`src/design/anm_pkg.sv`:
```
/*
  Shared constants and types for the auto-negotiation management map:
  register indices, bit positions, reset values, timing and carriers.
  Assumes a single 200 MHz system clock with a 5 ns period.
*/
package anm_pkg;

  // Register indices on the management register port.
  localparam logic [4:0] REG_CTRL = 5'h00;
  localparam logic [4:0] REG_STAT = 5'h01;
  localparam logic [4:0] REG_ADV = 5'h04;
  localparam logic [4:0] REG_LPBASE = 5'h05;
  localparam logic [4:0] REG_EXP = 5'h06;
  localparam logic [4:0] REG_NPTX = 5'h07;
  localparam logic [4:0] REG_LPNP = 5'h08;

  // Control register fields.
  localparam int CTRL_RESET_BIT = 15;
  localparam int CTRL_LOOP_BIT = 14;
  localparam int CTRL_EN_BIT = 12;
  localparam int CTRL_LOWPWR_BIT = 11;
  localparam int CTRL_RESTART_BIT = 9;

  // Status and expansion register fields.
  localparam int STAT_DONE_BIT = 5;
  localparam int STAT_ABLE_BIT = 3;
  localparam int STAT_LINK_BIT = 2;
  localparam int EXP_NPABLE_BIT = 2;
  localparam int EXP_PAGERX_BIT = 1;

  // Configuration word fields.
  localparam int CFG_NP_BIT = 15;
  localparam int CFG_TOGGLE_BIT = 11;

  // Reset values and write masks.
  localparam logic CTRL_EN_RST = 1'b1;
  localparam logic [15:0] ADV_RST_VAL = 16'h0060;
  localparam logic [15:0] ADV_FIXED_VAL = 16'h0060;
  localparam logic [15:0] ADV_WR_MASK = 16'hB1E0;
  localparam logic [15:0] WORD_RST_VAL = 16'h0000;
  localparam logic NP_ABLE_VAL = 1'b1;

  // Link timer: least time, rounded up to whole cycles.
  localparam int CLK_PERIOD_NS = 5;
  localparam int LINK_TIMER_NS = 10_000_000;
  localparam int LINK_TIMER_CYC =
    (LINK_TIMER_NS + CLK_PERIOD_NS - 1) / CLK_PERIOD_NS;
  localparam int LT_CNT_W = 21;

  // One management register access request.
  typedef struct packed {
    logic wr;
    logic rd;
    logic [4:0] addr;
    logic [15:0] wdata;
  } anm_mgmt_req_s;

  // Events and levels from the negotiation state machine and PCS.
  typedef struct packed {
    logic [15:0] rx_config;
    logic page_stb;
    logic page_is_next;
    logic ack_match;
    logic cons_match;
    logic np_loaded_clr;
    logic enter_cmpl_ack;
    logic toggle_upd;
    logic load_adv;
    logic load_np;
    logic resolve_on;
    logic an_complete;
    logic xmit_data;
  } anm_fsm_evt_s;

  // Control and status handed to the negotiation state machine.
  typedef struct packed {
    logic negotiation_enabled;
    logic negotiation_reset;
    logic renegotiate_request;
    logic internal_loop_select;
    logic [15:0] local_advert_page;
    logic [15:0] next_page_outgoing;
    logic next_page_written;
    logic next_page_capable;
    logic page_arrived;
    logic power_on;
    logic resolve_priority;
    logic toggle_rx;
    logic partner_np_captured;
  } anm_fsm_ctl_s;

  // Sync qualifier states, Gray coded along OK, WAIT, FAIL.
  typedef enum logic [1:0] {
    SQ_OK = 2'b00,
    SQ_WAIT = 2'b01,
    SQ_FAIL = 2'b11
  } anm_sq_state_e;

endpackage

```
`src/design/anm_regbank.sv`:
```
/*
  Auto-negotiation management register bank: control, status,
  advertisement, partner pages, expansion and next page transmit,
  plus the state machine variables that hang off them.
  Assumes the negotiation state machine and PCS on the same clock, and
  power_good and mgmt_absent as asynchronous pins.
*/
// Summary of operation
// RQ1 - Control bit 12 enables negotiation
// RQ2 - Control bit 15 write resets negotiation
// RQ3 - Control bit 9 write requests renegotiation
// RQ4 - Register 4 holds advertised base page
// RQ5 - Register 5 shows received partner base page
// RQ6 - Register 8 shows received partner next page
// RQ7 - Register 7 next page loads transmit word
// RQ8 - Write to register 7 sets loaded flag
// RQ9 - Page received needs both matches and storage
// RQ10 - Base page to 5, next page to 8
// RQ11 - Status bit 5 shows negotiation complete
// RQ12 - Expansion bit 2 shows next page ability
// RQ13 - Without management use fixed advertisement
// RQ14 - Qualified sync fails after timed loss
// RQ15 - Capture partner NP bit at acknowledge
// RQ16 - Power-on until power good, or low power
// RQ17 - Defaulted variables revert when not set
// RQ18 - Track the partner toggle bit
// RQ19 - Management reads page 8 before writing 7
// RQ20 - Link timer lasts ten milliseconds
// RQ21 - Expansion read clears page received
// RQ22 - Array element n is bit n minus 1
`timescale 1ns/1ps
`default_nettype none
module anm_regbank #(
  parameter int LINK_CYC = anm_pkg::LINK_TIMER_CYC
) (
  // Clock and reset.
  input wire logic clk_sys,
  input wire logic rstn,
  // Management register port.
  input wire anm_pkg::anm_mgmt_req_s mgmt_req,
  output logic [15:0] mgmt_rdata,
  output logic mgmt_rvalid,
  // Asynchronous pins.
  input wire logic power_good,
  input wire logic mgmt_absent,
  // PCS and negotiation state machine.
  input wire logic sync_ok,
  input wire anm_pkg::anm_fsm_evt_s fsm_evt,
  output anm_pkg::anm_fsm_ctl_s fsm_ctl,
  output logic [15:0] tx_config_word,
  output logic qualified_sync_state,
  output logic negotiation_done
);

  // Pin synchronisers: bit 0 power good, bit 1 management absent.
  logic [1:0] pin_meta_q, pin_sync_q;

  // Control register state.
  logic ctrl_en_q, ctrl_loop_q, ctrl_lowpwr_q;
  logic reset_q, restart_q;

  // Page registers and flags.
  logic [15:0] adv_q, nptx_q, lpbase_q, lpnp_q, tx_q, rdata_q;
  logic page_rx_q, np_written_q, rvalid_q;
  logic ack_prev_q, np_at_ack_q, partner_np_q, toggle_q, resolve_q;

  // Address decode.
  wire logic sel_ctrl = (mgmt_req.addr == anm_pkg::REG_CTRL);
  wire logic sel_stat = (mgmt_req.addr == anm_pkg::REG_STAT);
  wire logic sel_adv = (mgmt_req.addr == anm_pkg::REG_ADV);
  wire logic sel_lpbase = (mgmt_req.addr == anm_pkg::REG_LPBASE);
  wire logic sel_exp = (mgmt_req.addr == anm_pkg::REG_EXP);
  wire logic sel_nptx = (mgmt_req.addr == anm_pkg::REG_NPTX);
  wire logic sel_lpnp = (mgmt_req.addr == anm_pkg::REG_LPNP);
  wire logic wr_ctrl = mgmt_req.wr && sel_ctrl;
  wire logic wr_adv = mgmt_req.wr && sel_adv;
  wire logic wr_nptx = mgmt_req.wr && sel_nptx;
  wire logic rd_exp = mgmt_req.rd && sel_exp;

  // A page counts only with both matches; the store happens alongside.
  wire logic page_ok = fsm_evt.page_stb && fsm_evt.ack_match &&
    fsm_evt.cons_match; // see RQ9
  wire logic store_base = page_ok && !fsm_evt.page_is_next; // see RQ10
  wire logic store_next = page_ok && fsm_evt.page_is_next; // see RQ10
  wire logic ack_rise = fsm_evt.ack_match && !ack_prev_q;
  wire logic rx_np = fsm_evt.rx_config[anm_pkg::CFG_NP_BIT];

  // Advertised page source: the fixed word when no manager is fitted.
  wire logic [15:0] adv_eff = pin_sync_q[1] ?
    anm_pkg::ADV_FIXED_VAL : adv_q; // see RQ13
  wire logic power_on = !pin_sync_q[0] || ctrl_lowpwr_q; // see RQ16

  // Status words; element n of each array sits at bit n-1.
  wire logic [15:0] ctrl_word = {reset_q, ctrl_loop_q, 1'b0, ctrl_en_q,
    ctrl_lowpwr_q, 1'b0, restart_q, 9'h000}; // see RQ22
  wire logic [15:0] stat_word = {10'h000, negotiation_done, 1'b0,
    1'b1, fsm_evt.xmit_data, 2'b00}; // see RQ11
  wire logic [15:0] exp_word = {13'h0000, anm_pkg::NP_ABLE_VAL,
    page_rx_q, 1'b0}; // see RQ12

  // Read multiplexer; unmapped indices read as zero.
  wire logic [15:0] rd_mux =
    sel_ctrl ? ctrl_word :
    sel_stat ? stat_word :
    sel_adv ? adv_q :
    sel_lpbase ? lpbase_q :
    sel_exp ? exp_word :
    sel_nptx ? nptx_q :
    sel_lpnp ? lpnp_q : 16'h0000;

  // Two flops before any logic sees the pins.
  always_ff @(posedge clk_sys or negedge rstn) begin
    if (!rstn) begin
      pin_meta_q <= 2'h0;
      pin_sync_q <= 2'h0;
    end else begin
      pin_meta_q <= {mgmt_absent, power_good};
      pin_sync_q <= pin_meta_q;
    end
  end

  // Control register; reset and restart are self-clearing pulses.
  always_ff @(posedge clk_sys or negedge rstn) begin
    if (!rstn) begin
      ctrl_en_q <= anm_pkg::CTRL_EN_RST;
      ctrl_loop_q <= 1'b0;
      ctrl_lowpwr_q <= 1'b0;
      reset_q <= 1'b0;
      restart_q <= 1'b0;
    end else begin
      reset_q <= wr_ctrl &&
        mgmt_req.wdata[anm_pkg::CTRL_RESET_BIT]; // see RQ2
      restart_q <= wr_ctrl &&
        mgmt_req.wdata[anm_pkg::CTRL_RESTART_BIT]; // see RQ3
      if (wr_ctrl) begin
        ctrl_en_q <= mgmt_req.wdata[anm_pkg::CTRL_EN_BIT]; // see RQ1
        ctrl_loop_q <= mgmt_req.wdata[anm_pkg::CTRL_LOOP_BIT];
        ctrl_lowpwr_q <= mgmt_req.wdata[anm_pkg::CTRL_LOWPWR_BIT];
      end
    end
  end

  // Writable page registers; reserved advertisement bits stay zero.
  always_ff @(posedge clk_sys or negedge rstn) begin
    if (!rstn) begin
      adv_q <= anm_pkg::ADV_RST_VAL;
      nptx_q <= anm_pkg::WORD_RST_VAL;
    end else begin
      if (wr_adv) begin
        adv_q <= mgmt_req.wdata & anm_pkg::ADV_WR_MASK; // see RQ4
      end
      if (wr_nptx) begin
        nptx_q <= mgmt_req.wdata; // see RQ7
      end
    end
  end

  // Partner pages are written only by received pages, never by writes.
  always_ff @(posedge clk_sys or negedge rstn) begin
    if (!rstn) begin
      lpbase_q <= anm_pkg::WORD_RST_VAL;
      lpnp_q <= anm_pkg::WORD_RST_VAL;
    end else begin
      if (store_base) begin
        lpbase_q <= fsm_evt.rx_config; // see RQ5
      end
      if (store_next) begin
        lpnp_q <= fsm_evt.rx_config; // see RQ6
      end
    end
  end

  // Sticky flags: a set in the clearing cycle wins, so none is lost.
  always_ff @(posedge clk_sys or negedge rstn) begin
    if (!rstn) begin
      page_rx_q <= 1'b0;
      np_written_q <= 1'b0;
    end else begin
      page_rx_q <= page_ok ||
        (page_rx_q && !rd_exp && !reset_q); // see RQ9 see RQ21
      np_written_q <= wr_nptx ||
        (np_written_q && !fsm_evt.np_loaded_clr && !reset_q); // see RQ8
    end
  end

  // Transmit word: a pending next page load beats the base page.
  always_ff @(posedge clk_sys or negedge rstn) begin
    if (!rstn) begin
      tx_q <= anm_pkg::WORD_RST_VAL;
    end else if (fsm_evt.load_np) begin
      tx_q <= nptx_q; // see RQ7
    end else if (fsm_evt.load_adv) begin
      tx_q <= adv_eff; // see RQ4 see RQ13
    end
  end

  // Partner NP bit follows the value seen when acknowledge rose last.
  always_ff @(posedge clk_sys or negedge rstn) begin
    if (!rstn) begin
      ack_prev_q <= 1'b0;
      np_at_ack_q <= 1'b0;
      partner_np_q <= 1'b0;
      toggle_q <= 1'b0;
    end else begin
      ack_prev_q <= fsm_evt.ack_match;
      if (ack_rise) begin
        np_at_ack_q <= rx_np;
      end
      if (fsm_evt.enter_cmpl_ack) begin
        partner_np_q <= ack_rise ? rx_np : np_at_ack_q; // see RQ15
      end
      if (fsm_evt.toggle_upd) begin
        toggle_q <=
          fsm_evt.rx_config[anm_pkg::CFG_TOGGLE_BIT]; // see RQ18
      end
    end
  end

  // Priority resolution falls back to OFF in any cycle it is not set.
  always_ff @(posedge clk_sys or negedge rstn) begin
    if (!rstn) begin
      resolve_q <= 1'b0;
    end else begin
      resolve_q <= fsm_evt.resolve_on; // see RQ17
    end
  end

  // Registered read data, valid the cycle after the read request.
  always_ff @(posedge clk_sys or negedge rstn) begin
    if (!rstn) begin
      rdata_q <= 16'h0000;
      rvalid_q <= 1'b0;
      negotiation_done <= 1'b0;
    end else begin
      rvalid_q <= mgmt_req.rd;
      if (mgmt_req.rd) begin
        rdata_q <= rd_mux;
      end
      negotiation_done <= fsm_evt.an_complete && !reset_q; // see RQ11
    end
  end

  // Timed sync qualifier.
  anm_sync_qual #(
    .LINK_CYC(LINK_CYC)
  ) u_sync_qual (
    .clk_sys(clk_sys),
    .rstn(rstn),
    .sync_ok(sync_ok),
    .qualified_sync_state(qualified_sync_state)
  );

  // Outputs toward the state machine, taken from registers except the constant next page ability and the gated advert page and power_on.
  assign mgmt_rdata = rdata_q;
  assign mgmt_rvalid = rvalid_q;
  assign tx_config_word = tx_q;
  assign fsm_ctl.negotiation_enabled = ctrl_en_q; // see RQ1
  assign fsm_ctl.negotiation_reset = reset_q; // see RQ2
  assign fsm_ctl.renegotiate_request = restart_q; // see RQ3
  assign fsm_ctl.internal_loop_select = ctrl_loop_q;
  assign fsm_ctl.local_advert_page = adv_eff;
  assign fsm_ctl.next_page_outgoing = nptx_q;
  assign fsm_ctl.next_page_written = np_written_q;
  assign fsm_ctl.next_page_capable = anm_pkg::NP_ABLE_VAL; // see RQ12
  assign fsm_ctl.page_arrived = page_rx_q;
  assign fsm_ctl.power_on = power_on;
  assign fsm_ctl.resolve_priority = resolve_q;
  assign fsm_ctl.toggle_rx = toggle_q;
  assign fsm_ctl.partner_np_captured = partner_np_q;

  page_set_a: assert property (@(posedge clk_sys) disable iff (!rstn) // see RQ9
    page_ok |=> page_rx_q && (lpbase_q == $past(fsm_evt.rx_config) ||
      lpnp_q == $past(fsm_evt.rx_config)))
    else $error("page received without the page stored");

  page_clear_a: assert property (@(posedge clk_sys) disable iff (!rstn) // see RQ21
    rd_exp && !page_ok |=> !page_rx_q && mgmt_rvalid)
    else $error("page received flag survived negotiation_expansion read");

  np_loaded_a: assert property (@(posedge clk_sys) disable iff (!rstn) // see RQ8
    wr_nptx |=> np_written_q && nptx_q == $past(mgmt_req.wdata))
    else $error("next page write did not set the loaded flag");

  page_route_a: assert property (@(posedge clk_sys) disable iff (!rstn) // see RQ10
    store_next |=> $stable(lpbase_q))
    else $error("next page overwrote the partner base page");

  restart_pulse_a: assert property (@(posedge clk_sys) disable iff (!rstn) // see RQ3
    wr_ctrl && mgmt_req.wdata[anm_pkg::CTRL_RESTART_BIT]
      |=> restart_q ##1 (restart_q == $past(wr_ctrl &&
      mgmt_req.wdata[anm_pkg::CTRL_RESTART_BIT])))
    else $error("restart request is not a one-write pulse");

  enable_write_a: assert property (@(posedge clk_sys) disable iff (!rstn) // see RQ1
    wr_ctrl |=> fsm_ctl.negotiation_enabled ==
      $past(mgmt_req.wdata[anm_pkg::CTRL_EN_BIT]))
    else $error("enable does not follow control bit 12");

  power_on_a: assert property (@(posedge clk_sys) disable iff (!rstn) // see RQ16
    ctrl_lowpwr_q || !pin_sync_q[0] |-> fsm_ctl.power_on)
    else $error("power-on condition missing in low power");

  tx_load_a: assert property (@(posedge clk_sys) disable iff (!rstn) // see RQ7
    fsm_evt.load_np |=> tx_config_word == $past(nptx_q))
    else $error("next page not loaded into transmit word");

  np_capture_a: assert property (@(posedge clk_sys) disable iff (!rstn) // see RQ15
    fsm_evt.enter_cmpl_ack && !ack_rise |=>
      partner_np_q == $past(np_at_ack_q))
    else $error("partner next page bit not from acknowledge time");

  resolve_off_a: assert property (@(posedge clk_sys) disable iff (!rstn) // see RQ17
    !fsm_evt.resolve_on |=> !fsm_ctl.resolve_priority)
    else $error("priority resolution held without request");

endmodule
`default_nettype wire

```
`src/design/anm_sync_qual.sv`:
```
/*
  Sync status qualifier: reports FAIL only after code-group sync has
  been lost for the whole link timer.
  Assumes sync_ok comes from PCS logic on the same clock.
*/
`timescale 1ns/1ps
`default_nettype none
module anm_sync_qual #(
  parameter int LINK_CYC = anm_pkg::LINK_TIMER_CYC
) (
  // Clock and reset.
  input wire logic clk_sys,
  input wire logic rstn,
  // Raw and qualified sync status.
  input wire logic sync_ok,
  output logic qualified_sync_state
);

  // Fail waits for the sample after LINK_CYC lost ones, so it is never early.
  localparam logic [anm_pkg::LT_CNT_W-1:0] LAST =
    anm_pkg::LT_CNT_W'(LINK_CYC);

  anm_pkg::anm_sq_state_e state_q, state_d;
  logic [anm_pkg::LT_CNT_W-1:0] cnt_q, cnt_d;

  // Count consecutive fail samples; any OK sample restarts the wait.
  always_comb begin
    state_d = state_q;
    cnt_d = cnt_q;
    unique case (state_q)
      anm_pkg::SQ_OK: begin
        if (!sync_ok) begin
          state_d = anm_pkg::SQ_WAIT;
          cnt_d = anm_pkg::LT_CNT_W'(1);
        end
      end
      anm_pkg::SQ_WAIT: begin
        if (sync_ok) begin
          state_d = anm_pkg::SQ_OK;
        end else if (cnt_q >= LAST) begin
          state_d = anm_pkg::SQ_FAIL; // see RQ14 see RQ20
        end else begin
          cnt_d = cnt_q + anm_pkg::LT_CNT_W'(1);
        end
      end
      anm_pkg::SQ_FAIL: begin
        if (sync_ok) begin
          state_d = anm_pkg::SQ_OK;
        end
      end
      default: state_d = anm_pkg::SQ_OK;
    endcase
  end

  // State and counter registers.
  always_ff @(posedge clk_sys or negedge rstn) begin
    if (!rstn) begin
      state_q <= anm_pkg::SQ_OK;
      cnt_q <= '0;
    end else begin
      state_q <= state_d;
      cnt_q <= cnt_d;
    end
  end

  // OK everywhere except the timed-out state.
  assign qualified_sync_state = (state_q != anm_pkg::SQ_FAIL); // see RQ14

  qual_fail_a: assert property (@(posedge clk_sys) disable iff (!rstn) // see RQ14
    $rose(state_q == anm_pkg::SQ_FAIL) |-> cnt_q == LAST && !$past(sync_ok))
    else $error("qualified sync failed before the link timer ran out");

  qual_ok_a: assert property (@(posedge clk_sys) disable iff (!rstn) // see RQ14
    sync_ok |=> qualified_sync_state)
    else $error("qualified sync not OK after raw sync returned");

endmodule
`default_nettype wire

```
`config.mk`:
```
export PLATFORM = sky130hd
export DESIGN_NAME = anm_regbank
export DESIGN_NICKNAME = d
export VERILOG_FILES = /design/src/design/anm_pkg.sv /design/src/design/anm_regbank.sv /design/src/design/anm_sync_qual.sv
export SDC_FILE = /design/constraint.sdc
export NUM_CORES = 1
export LEC_CHECK = 0
export ABC_AREA = 1
export BUFFER_PORTS_ARGS = -buffer_cell sky130_fd_sc_hd__buf_2
export CORE_MARGIN = 3
export CORE_UTILIZATION = 40
export DETAILED_ROUTE_END_ITERATION = 16
export HOLD_SLACK_MARGIN = 0.03
export SLEW_MARGIN = 10
export SYNTH_ARGS = -nofsm -noshare
export SYNTH_HDL_FRONTEND = slang
export SYNTH_HIERARCHICAL = 1
export SYNTH_SLANG_ARGS = --single-unit
```
`constraint.sdc`:
```
create_clock -name clk_sys -period 1.4 [get_ports clk_sys]
set_clock_uncertainty 0.05 [all_clocks]
set_input_delay 0.28 -clock clk_sys [delete_from_list [all_inputs] [get_ports clk_sys]]
set_output_delay 0.28 -clock clk_sys [all_outputs]
set_load 0.03 [all_outputs]
```
==> flow_summary.ini, run 1 <==
[outcome]
outcome = complete, but fails checks
violations = negative setup slack

[floorplan]
die_area_um2 = 17000
initial_core_util_pct = 41.8
core_area_um2 = 14800
io_pins = 134
die_y_um = 130
num_rows = 44
die_w_um = 130

[clock_network]
cts_htree_levels = 4
clockBufferDepth = 2
clk_pin_slew_ps = 60
clock_latency_ps = 410
cts_buffers = 17
cts_root_buf = clkbuf_16
clock-sinks = 128
cts_tree = yes

[logic_synthesis]
synth_common_cells = nand2_1 (219), dfrtp_1 (125), inv_1 (63)
mappedNetlistArea_um2 = 6190
netlist.area_leader.share_pct = 50.6
synthSimpleGateAreaFrac_pct = 25.5
synth_most_common_cell = nand2_1
yosys_warnings = 6
synth_cells = 712
synth_ff_type = dfrtp_1
synth_edf_count = 0
ys_ff_latch = 128
synth_adder_area_share_pct = 0.404
synth_xor_area_share_pct = 1.27
synthTopCellsByArea = dfrtp_1 (51%), nand2_1 (13%), inv_1 (3.8%), o21ai_0 (3.5%), buf_4 (2.9%)
seq_area_frac_synth_pct = 51.8
synth_compound_area_share_pct = 10.4
synth_top_family_by_area = simple AND/OR/NAND/NOR gates
synth_mux_area_share_pct = 1.27
ys_types = 45
async_flop_share_pct = 100
synth_top_area_cell = dfrtp_1
syn_avg_cell_area_um2 = 8.69

[final_layout]
drive_above_1_share_pct = 41.4
final_util_pct = 59.0
diodes = 0
area_delta_synth_final_pct = 41.2
finalNetCount = 982
stdcell_count = 1121

[timing]
hold_viol_final = 0
fmax_mhz = 638
period_share_pct = 112
fin_ws_ps = -167
setup-violations-final = 31
slew_violations = 0
rsz0062_at_grt = yes
fin_crit_ps = 1570

[worst_setup_path]
cp.arrival_ps = 1240
crit_path_start_kind = flip-flop
critPathMaxFanout = 5
cp_data_required_time_ps = 1070
reg2reg_depth = 7
cp-end-kind = output pin
path_class = reg2out

[routing]
avgRoutedWirePerCell_um = 16.3
drtAntennaViolNets = 0
routed_wirelength_mm = 18.3
vias_per_cell = 5.04
drt-pass1-iter-count = 5
drc = 0
route.vias.total = 5651
drtIter0Drc = 350

[global_route]
first_global_vias = 5581
grt_pass1_wl_mm = 28.1
grt_max_degree = 33
grt_overflow = 0
antenna_found_initial = 0
track_usage_pct = 21.5

[pwr]
p_int_uw = 8010
power_frac_comb_pct = 19.9
ir_worst_vdd_v = 0.000878
switchingPower_uw = 3340
switching_share_pct = 29.4
p_clk_share_pct = 40.0
seq_power_share_pct = 40.1
p_per_area_nw_per_um2 = 1300
power.leakage_uw = 0.00449

[worst_hold_path]
holdPathStages = 2
hold_path.class = in2reg

[placement]
placed_cells = 1042
dp_slack_ps = -94.3
place_congestion = 0.936
numPortBuffers = 123
dp_hpwl_mm = 13.0

[run]
cap_violations = 0
## placed cells by master (no fill, tap or decap), types with 4 or more instances in the layout
| cell | instances |
|---|---|
| nand2_2 | 22 |
| buf_4 | 106 |
| inv_6 | 4 |
| dfrtp_1 | 107 |
| clkinv_2 | 6 |
| dlygate4sd3_1 | 8 |
| inv_2 | 9 |
| nand4_1 | 28 |
| clkbuf_16 | 17 |
| xor2_1 | 6 |
| a22o_1 | 9 |
| o21ai_2 | 22 |
| nand2_8 | 4 |
| nand2_4 | 15 |
| dfrtp_2 | 18 |
| o211ai_1 | 4 |
| nor2_1 | 31 |
| mux2_2 | 7 |
| a21oi_1 | 4 |
| nand3_1 | 28 |
| o21ai_0 | 38 |
| buf_2 | 91 |
| o21ai_1 | 18 |
| nor2_2 | 7 |
| conb_1 | 10 |
| buf_6 | 12 |
| inv_1 | 53 |
| nand3_2 | 4 |
| nand2_1 | 189 |
| buf_12 | 6 |
| nand3_4 | 4 |
| nor2_4 | 7 |
## flip-flops by register name, summed over array words and instances, names as in the netlist, 2 cells and up
register	cells
u_sync_qual/cnt_q	21
lpbase_q	16
lpnp_q	16
mgmt_rdata	16
nptx_q	16
tx_config_word	16
adv_q	7
pin_meta_q	2
pin_sync_q	2
u_sync_qual/state_q	2
## routing by layer
| layer | wire length [µm] | global-route usage [%] | up-vias |
|---|---|---|---|
| met5 | 0 | 0 | - |
| met2 | 9050 | 35.7 | 199 |
| met1 | 7780 | 27.3 | 2706 |
| li1 | - | - | 2718 |
| met4 | 363 | 6.23 | 0 |
| met3 | 1090 | 6.67 | 28 |
## metrics by stage
stage          setup TNS (ps)  hold WS (ps)  area, µm²  power [µW]
2_1_floorplan               0         -65.6       6240        5680
3_3_place_gp             -264           178       7310        6400
3_5_place_dp             -956           180       7310        6440
4_1_cts                 -1600          36.6       8400       11300
5_1_grt                 -5950          33.0       8740       11900
6_report                -3230          46.6       8740       11400
## power by group through the flow
stage,logic [µW],clock network (µW),registers [µW]
after floorplan,816,0,4860
after global placement,1770,0,4620
after detailed placement,1810,0,4640
after CTS,2060,4610,4580
after global routing,2450,4810,4610
final,2250,4540,4560
## cell type report
class / count / area, µm²
Clock inverter: 13 / 158
Timing Repair Buffer: 227 / 1620
Sequential cell: 128 / 3230
Tap cell: 184 / 230
Multi-Input combinational cell: 484 / 2780
Fill cell: 1292 / 6070
Inverter: 66 / 267
Clock buffer: 19 / 453
## final timing paths
| path | start | end | slack [ps] |
|---|---|---|---|
| max | pin_sync_q[1] | fsm_ctl[30] | -170 |
| max reg2reg | u_sync_qual/cnt_q[14] | u_sync_qual/cnt_q[3] | -120 |
| min in group asynchronous | rstn | resolve_q | 280 |
| max in group asynchronous | rstn | u_sync_qual/cnt_q[2] | 470 |
| min | sync_ok | u_sync_qual/state_q[1] | 50 |
| min reg2reg | pin_meta_q[1] | pin_sync_q[1] | 300 |
## worst max-delay path, stage by stage (launching register included)
cell	delay, ps
dfrtp_2	440
inv_4	120
nand2_2	80
inv_2	60
buf_6	120
## kinds of logic (layout without fill, tap and decap cells)
family / count (synthesis) / in the layout
and+or+nand+nor: 349 / 352
DFF: 128 / 128
buffers and inverters: 111 / 325
AOI/OAI and AO/OA: 104 / 104
xor gates and xnor gates: 9 / 9
muxes: 7 / 7
adders and majority gates: 2 / 2
other: 2 / 10
## repair_timing
item,in CTS,in global routing
gates cloned,3,0
pin swaps,17,17
buffers inserted,18,18
gates resized for setup,89,63
endpoints found under the hold margin,24,0
hold buffers,8,0
setup endpoints to repair,48,50
No activity file was read; power rests on OpenSTA's default activity.
==> inputs of run 2 (changes only) <==
- ABC_AREA: 1 -> not set
- MAX_ROUTING_LAYER: not set -> met4
==> run 2 against run 1 <==
Effect of this change:
- sequential power grew 1%
- sequential share of layout area shrank 0.51 points
- the run still ends with negative setup slack left
- design area grew 1.2%
- non-clock buffer count grew 28
- area after synthesis shrank 2.2%
- combinational power grew 5%
==> flow_summary.ini, run 2 <==
[logic_synthesis]
netlist.area_leader.share_pct = 51.7
synthSimpleGateAreaFrac_pct = 13.8
mappedNetlistArea_um2 = 6050
synth_mux_area_share_pct = 13.2
synth_ff_type = dfrtp_1
synth_xor_area_share_pct = 0
synthTopCellsByArea = dfrtp_1 (52%), mux2_2 (9.9%), buf_4 (2.5%), mux2_4 (2.2%), nand2_1 (2.2%)
synth_top_family_by_area = simple AND/OR/NAND/NOR gates
synth_common_cells = dfrtp_1 (125), mux2_2 (53), nand2_1 (35)
yosys_warnings = 6
syn_avg_cell_area_um2 = 11.4
ys_types = 64
async_flop_share_pct = 100
synth_cells = 530
synth_edf_count = 0
synth_top_area_cell = dfrtp_1
synth_compound_area_share_pct = 13.7
seq_area_frac_synth_pct = 53.0
ys_ff_latch = 128
synth_adder_area_share_pct = 0.413
synth_most_common_cell = dfrtp_1

[worst_setup_path]
r2r-end = u_sync_qual/cnt_q[8]
crit_buf_inv = 3
path_class = reg2reg
regToRegStartpoint = u_sync_qual/cnt_q[10]
cp_top_family = compound AO/OA/AOI/OAI gates
cpMaxStageDelayCell = dfrtp_1
worstPathCellList = o31ai_4 > a311oi_4 > buf_4 > nor2_4 > buf_6 > buf_6 > a21o_1 > a21o_1
cp_data_required_time_ps = 1650
reg2reg_depth = 8
cp.arrival_ps = 2160
cp-end-kind = flip-flop
critPathMaxFanout = 5
slowest_delay_ps = 420
crit_path_start_kind = flip-flop
reg2reg_slack_ps = -520

[floorplan]
die_area_um2 = 16600
num_rows = 44
initial_core_util_pct = 41.3
io_pins = 134
die_w_um = 129
core_area_um2 = 14600
die_y_um = 129

[global_route]
antenna_found_initial = 0
grt_pass1_wl_mm = 27.8
grt_max_degree = 47
track_usage_pct = 22.3
first_global_vias = 5254
grt_overflow = 0

[worst_hold_path]
hold_path.class = in2reg
holdPathStages = 2
hold_start = fsm_evt[9]
min_to = ack_prev_q

[routing]
drc = 0
vias_per_cell = 5.36
drt-pass1-iter-count = 5
route.vias.total = 5156
avgRoutedWirePerCell_um = 18.5
drtIter0Drc = 241
drtAntennaViolNets = 0
routed_wirelength_mm = 17.8

[final_layout]
diodes = 0
final_cell_mix = buf_4 (120), dfrtp_1 (112), buf_2 (94)
largest_reg_flops = 21
fin_area_um2 = 8840
seq_area_um2 = 3220
drive_above_1_share_pct = 54.0
largest_register = u_sync_qual/cnt_q
area_delta_synth_final_pct = 46.1
num-fill-cells = 1217
multi_input_area_um2 = 2850
layout_commonest_cell = buf_4
finalNetCount = 823

[pwr]
switchingPower_uw = 3240
power.leakage_uw = 0.00424
p_per_area_nw_per_um2 = 1290
power_frac_comb_pct = 20.8
p_clk_share_pct = 38.6
ir_worst_vdd_v = 0.000759
seq_power_share_pct = 40.6
total_power_uw = 11400
p_int_uw = 8130
switching_share_pct = 28.5

[timing]
fin_ws_ps = -516
fmax_mhz = 522
hold_viol_final = 0
max-slew-margin-rel_pct = 51.7
slew_violations = 0
rsz0062_at_grt = yes
period_share_pct = 137
setup-violations-final = 31
fin_crit_ps = 1920
tightest_slew_ps = 722

[clock_network]
clk_pin_slew_ps = 60
cts_root_buf = clkbuf_16
clockBufferDepth = 2
clock_latency_ps = 410
cts_htree_levels = 4
clock-sinks = 128
cts_buffers = 17
cts_tree = yes

[placement]
place_congestion = 0.887
postPlaceCellArea_um2 = 7550
numPortBuffers = 123
dp_hpwl_mm = 12.7

[outcome]
outcome = complete, but fails checks
violations = negative setup slack

[run]
cap_violations = 0
-- run 2: cell count changes in the layout (fill, tap and decap cells not counted), sizes merged, moves of 8 or more --
| cell | previous run | this run |
|---|---|---|
| nor2 | 45 | 20 |
| a31oi | 1 | 15 |
| and3 | 1 | 9 |
| nand3 | 36 | 15 |
| buf | 216 | 246 |
| nand2 | 230 | 37 |
| nor2b | 0 | 10 |
| inv | 68 | 18 |
| nand4 | 28 | 6 |
| o21ai | 78 | 35 |
| mux2 | 7 | 62 |
| a21oi | 6 | 14 |
-- run 2: timing repair --
item,4_1_cts,5_1_grt
resized for setup,77,40
setup buffers,16,17
endpoints found under the setup margin,44,46
gates cloned,0,1
pin swaps,8,14
hold buffers,5,0
endpoints found under the hold margin,50,0
-- run 2: cell type report --
| class | count | area share [%] |
|---|---|---|
| timing repair buffer | 255 | 21.3 |
| inverter | 18 | 0.764 |
| multi-input combinational | 345 | 32.2 |
| clock inverter | 9 | 1.20 |
| clock buffer | 23 | 5.52 |
| tap | 184 | 2.60 |
| sequential | 128 | 36.5 |
-- run 2: routing by layer --
metal | up-vias | global-route usage (%) | part of all wire (%)
met3 | 28 | 3.59 | 4.0
met1 | 2587 | 27.0 | 41
met2 | 152 | 37.2 | 53
met5 | - | - | 0
met4 | 0 | 9.33 | 2.5
li1 | 2389 | - | -
-- run 2: worst max-delay path by stage --
stage	from	end	slack (ps)	cells past startpoint
floorplan	u_sync_qual/cnt_q[11]	u_sync_qual/cnt_q[17]	-390	6
global placement	u_sync_qual/cnt_q[11]	u_sync_qual/cnt_q[15]	-510	5
detailed placement	u_sync_qual/cnt_q[11]	u_sync_qual/cnt_q[15]	-530	5
CTS	u_sync_qual/cnt_q[10]	u_sync_qual/cnt_q[8]	-460	8
global route	u_sync_qual/cnt_q[10]	u_sync_qual/cnt_q[8]	-560	8
finish	u_sync_qual/cnt_q[10]	u_sync_qual/cnt_q[8]	-520	8
-- run 2: logic make-up (layout without fill, tap and decap cells) --
group,after synthesis,count (layout)
and+or+nand+nor,142,142
other,2,10
buffers and inverters,66,305
adders and majority gates,2,2
AOI/OAI and AO/OA,121,122
DFF,128,128
muxes,69,69
-- run 2: stage by stage --
step	worst slack (ps)	util (%)	hold WS [ps]	setup TNS [ps]	cells
5_1_grt	-556	60.4	38.1	-12170	962
4_1_cts	-464	58.6	31.3	-10440	947
2_1_floorplan	-390	-	-65.6	-9440	538
3_3_place_gp	-505	51.5	143	-20380	894
3_5_place_dp	-531	51.5	150	-22150	894
6_report	-516	60.4	50.5	-10170	962
-- run 2: power groups by stage --
| stage | Clock, µW | Sequential [µW] | Combinational [µW] |
|---|---|---|---|
| 2_1_floorplan | 0 | 4920 | 977 |
| 3_3_place_gp | 0 | 4650 | 1990 |
| 3_5_place_dp | 0 | 4680 | 2030 |
| 4_1_cts | 4470 | 4630 | 2230 |
| 5_1_grt | 4650 | 4670 | 2530 |
| 6_report | 4390 | 4620 | 2360 |
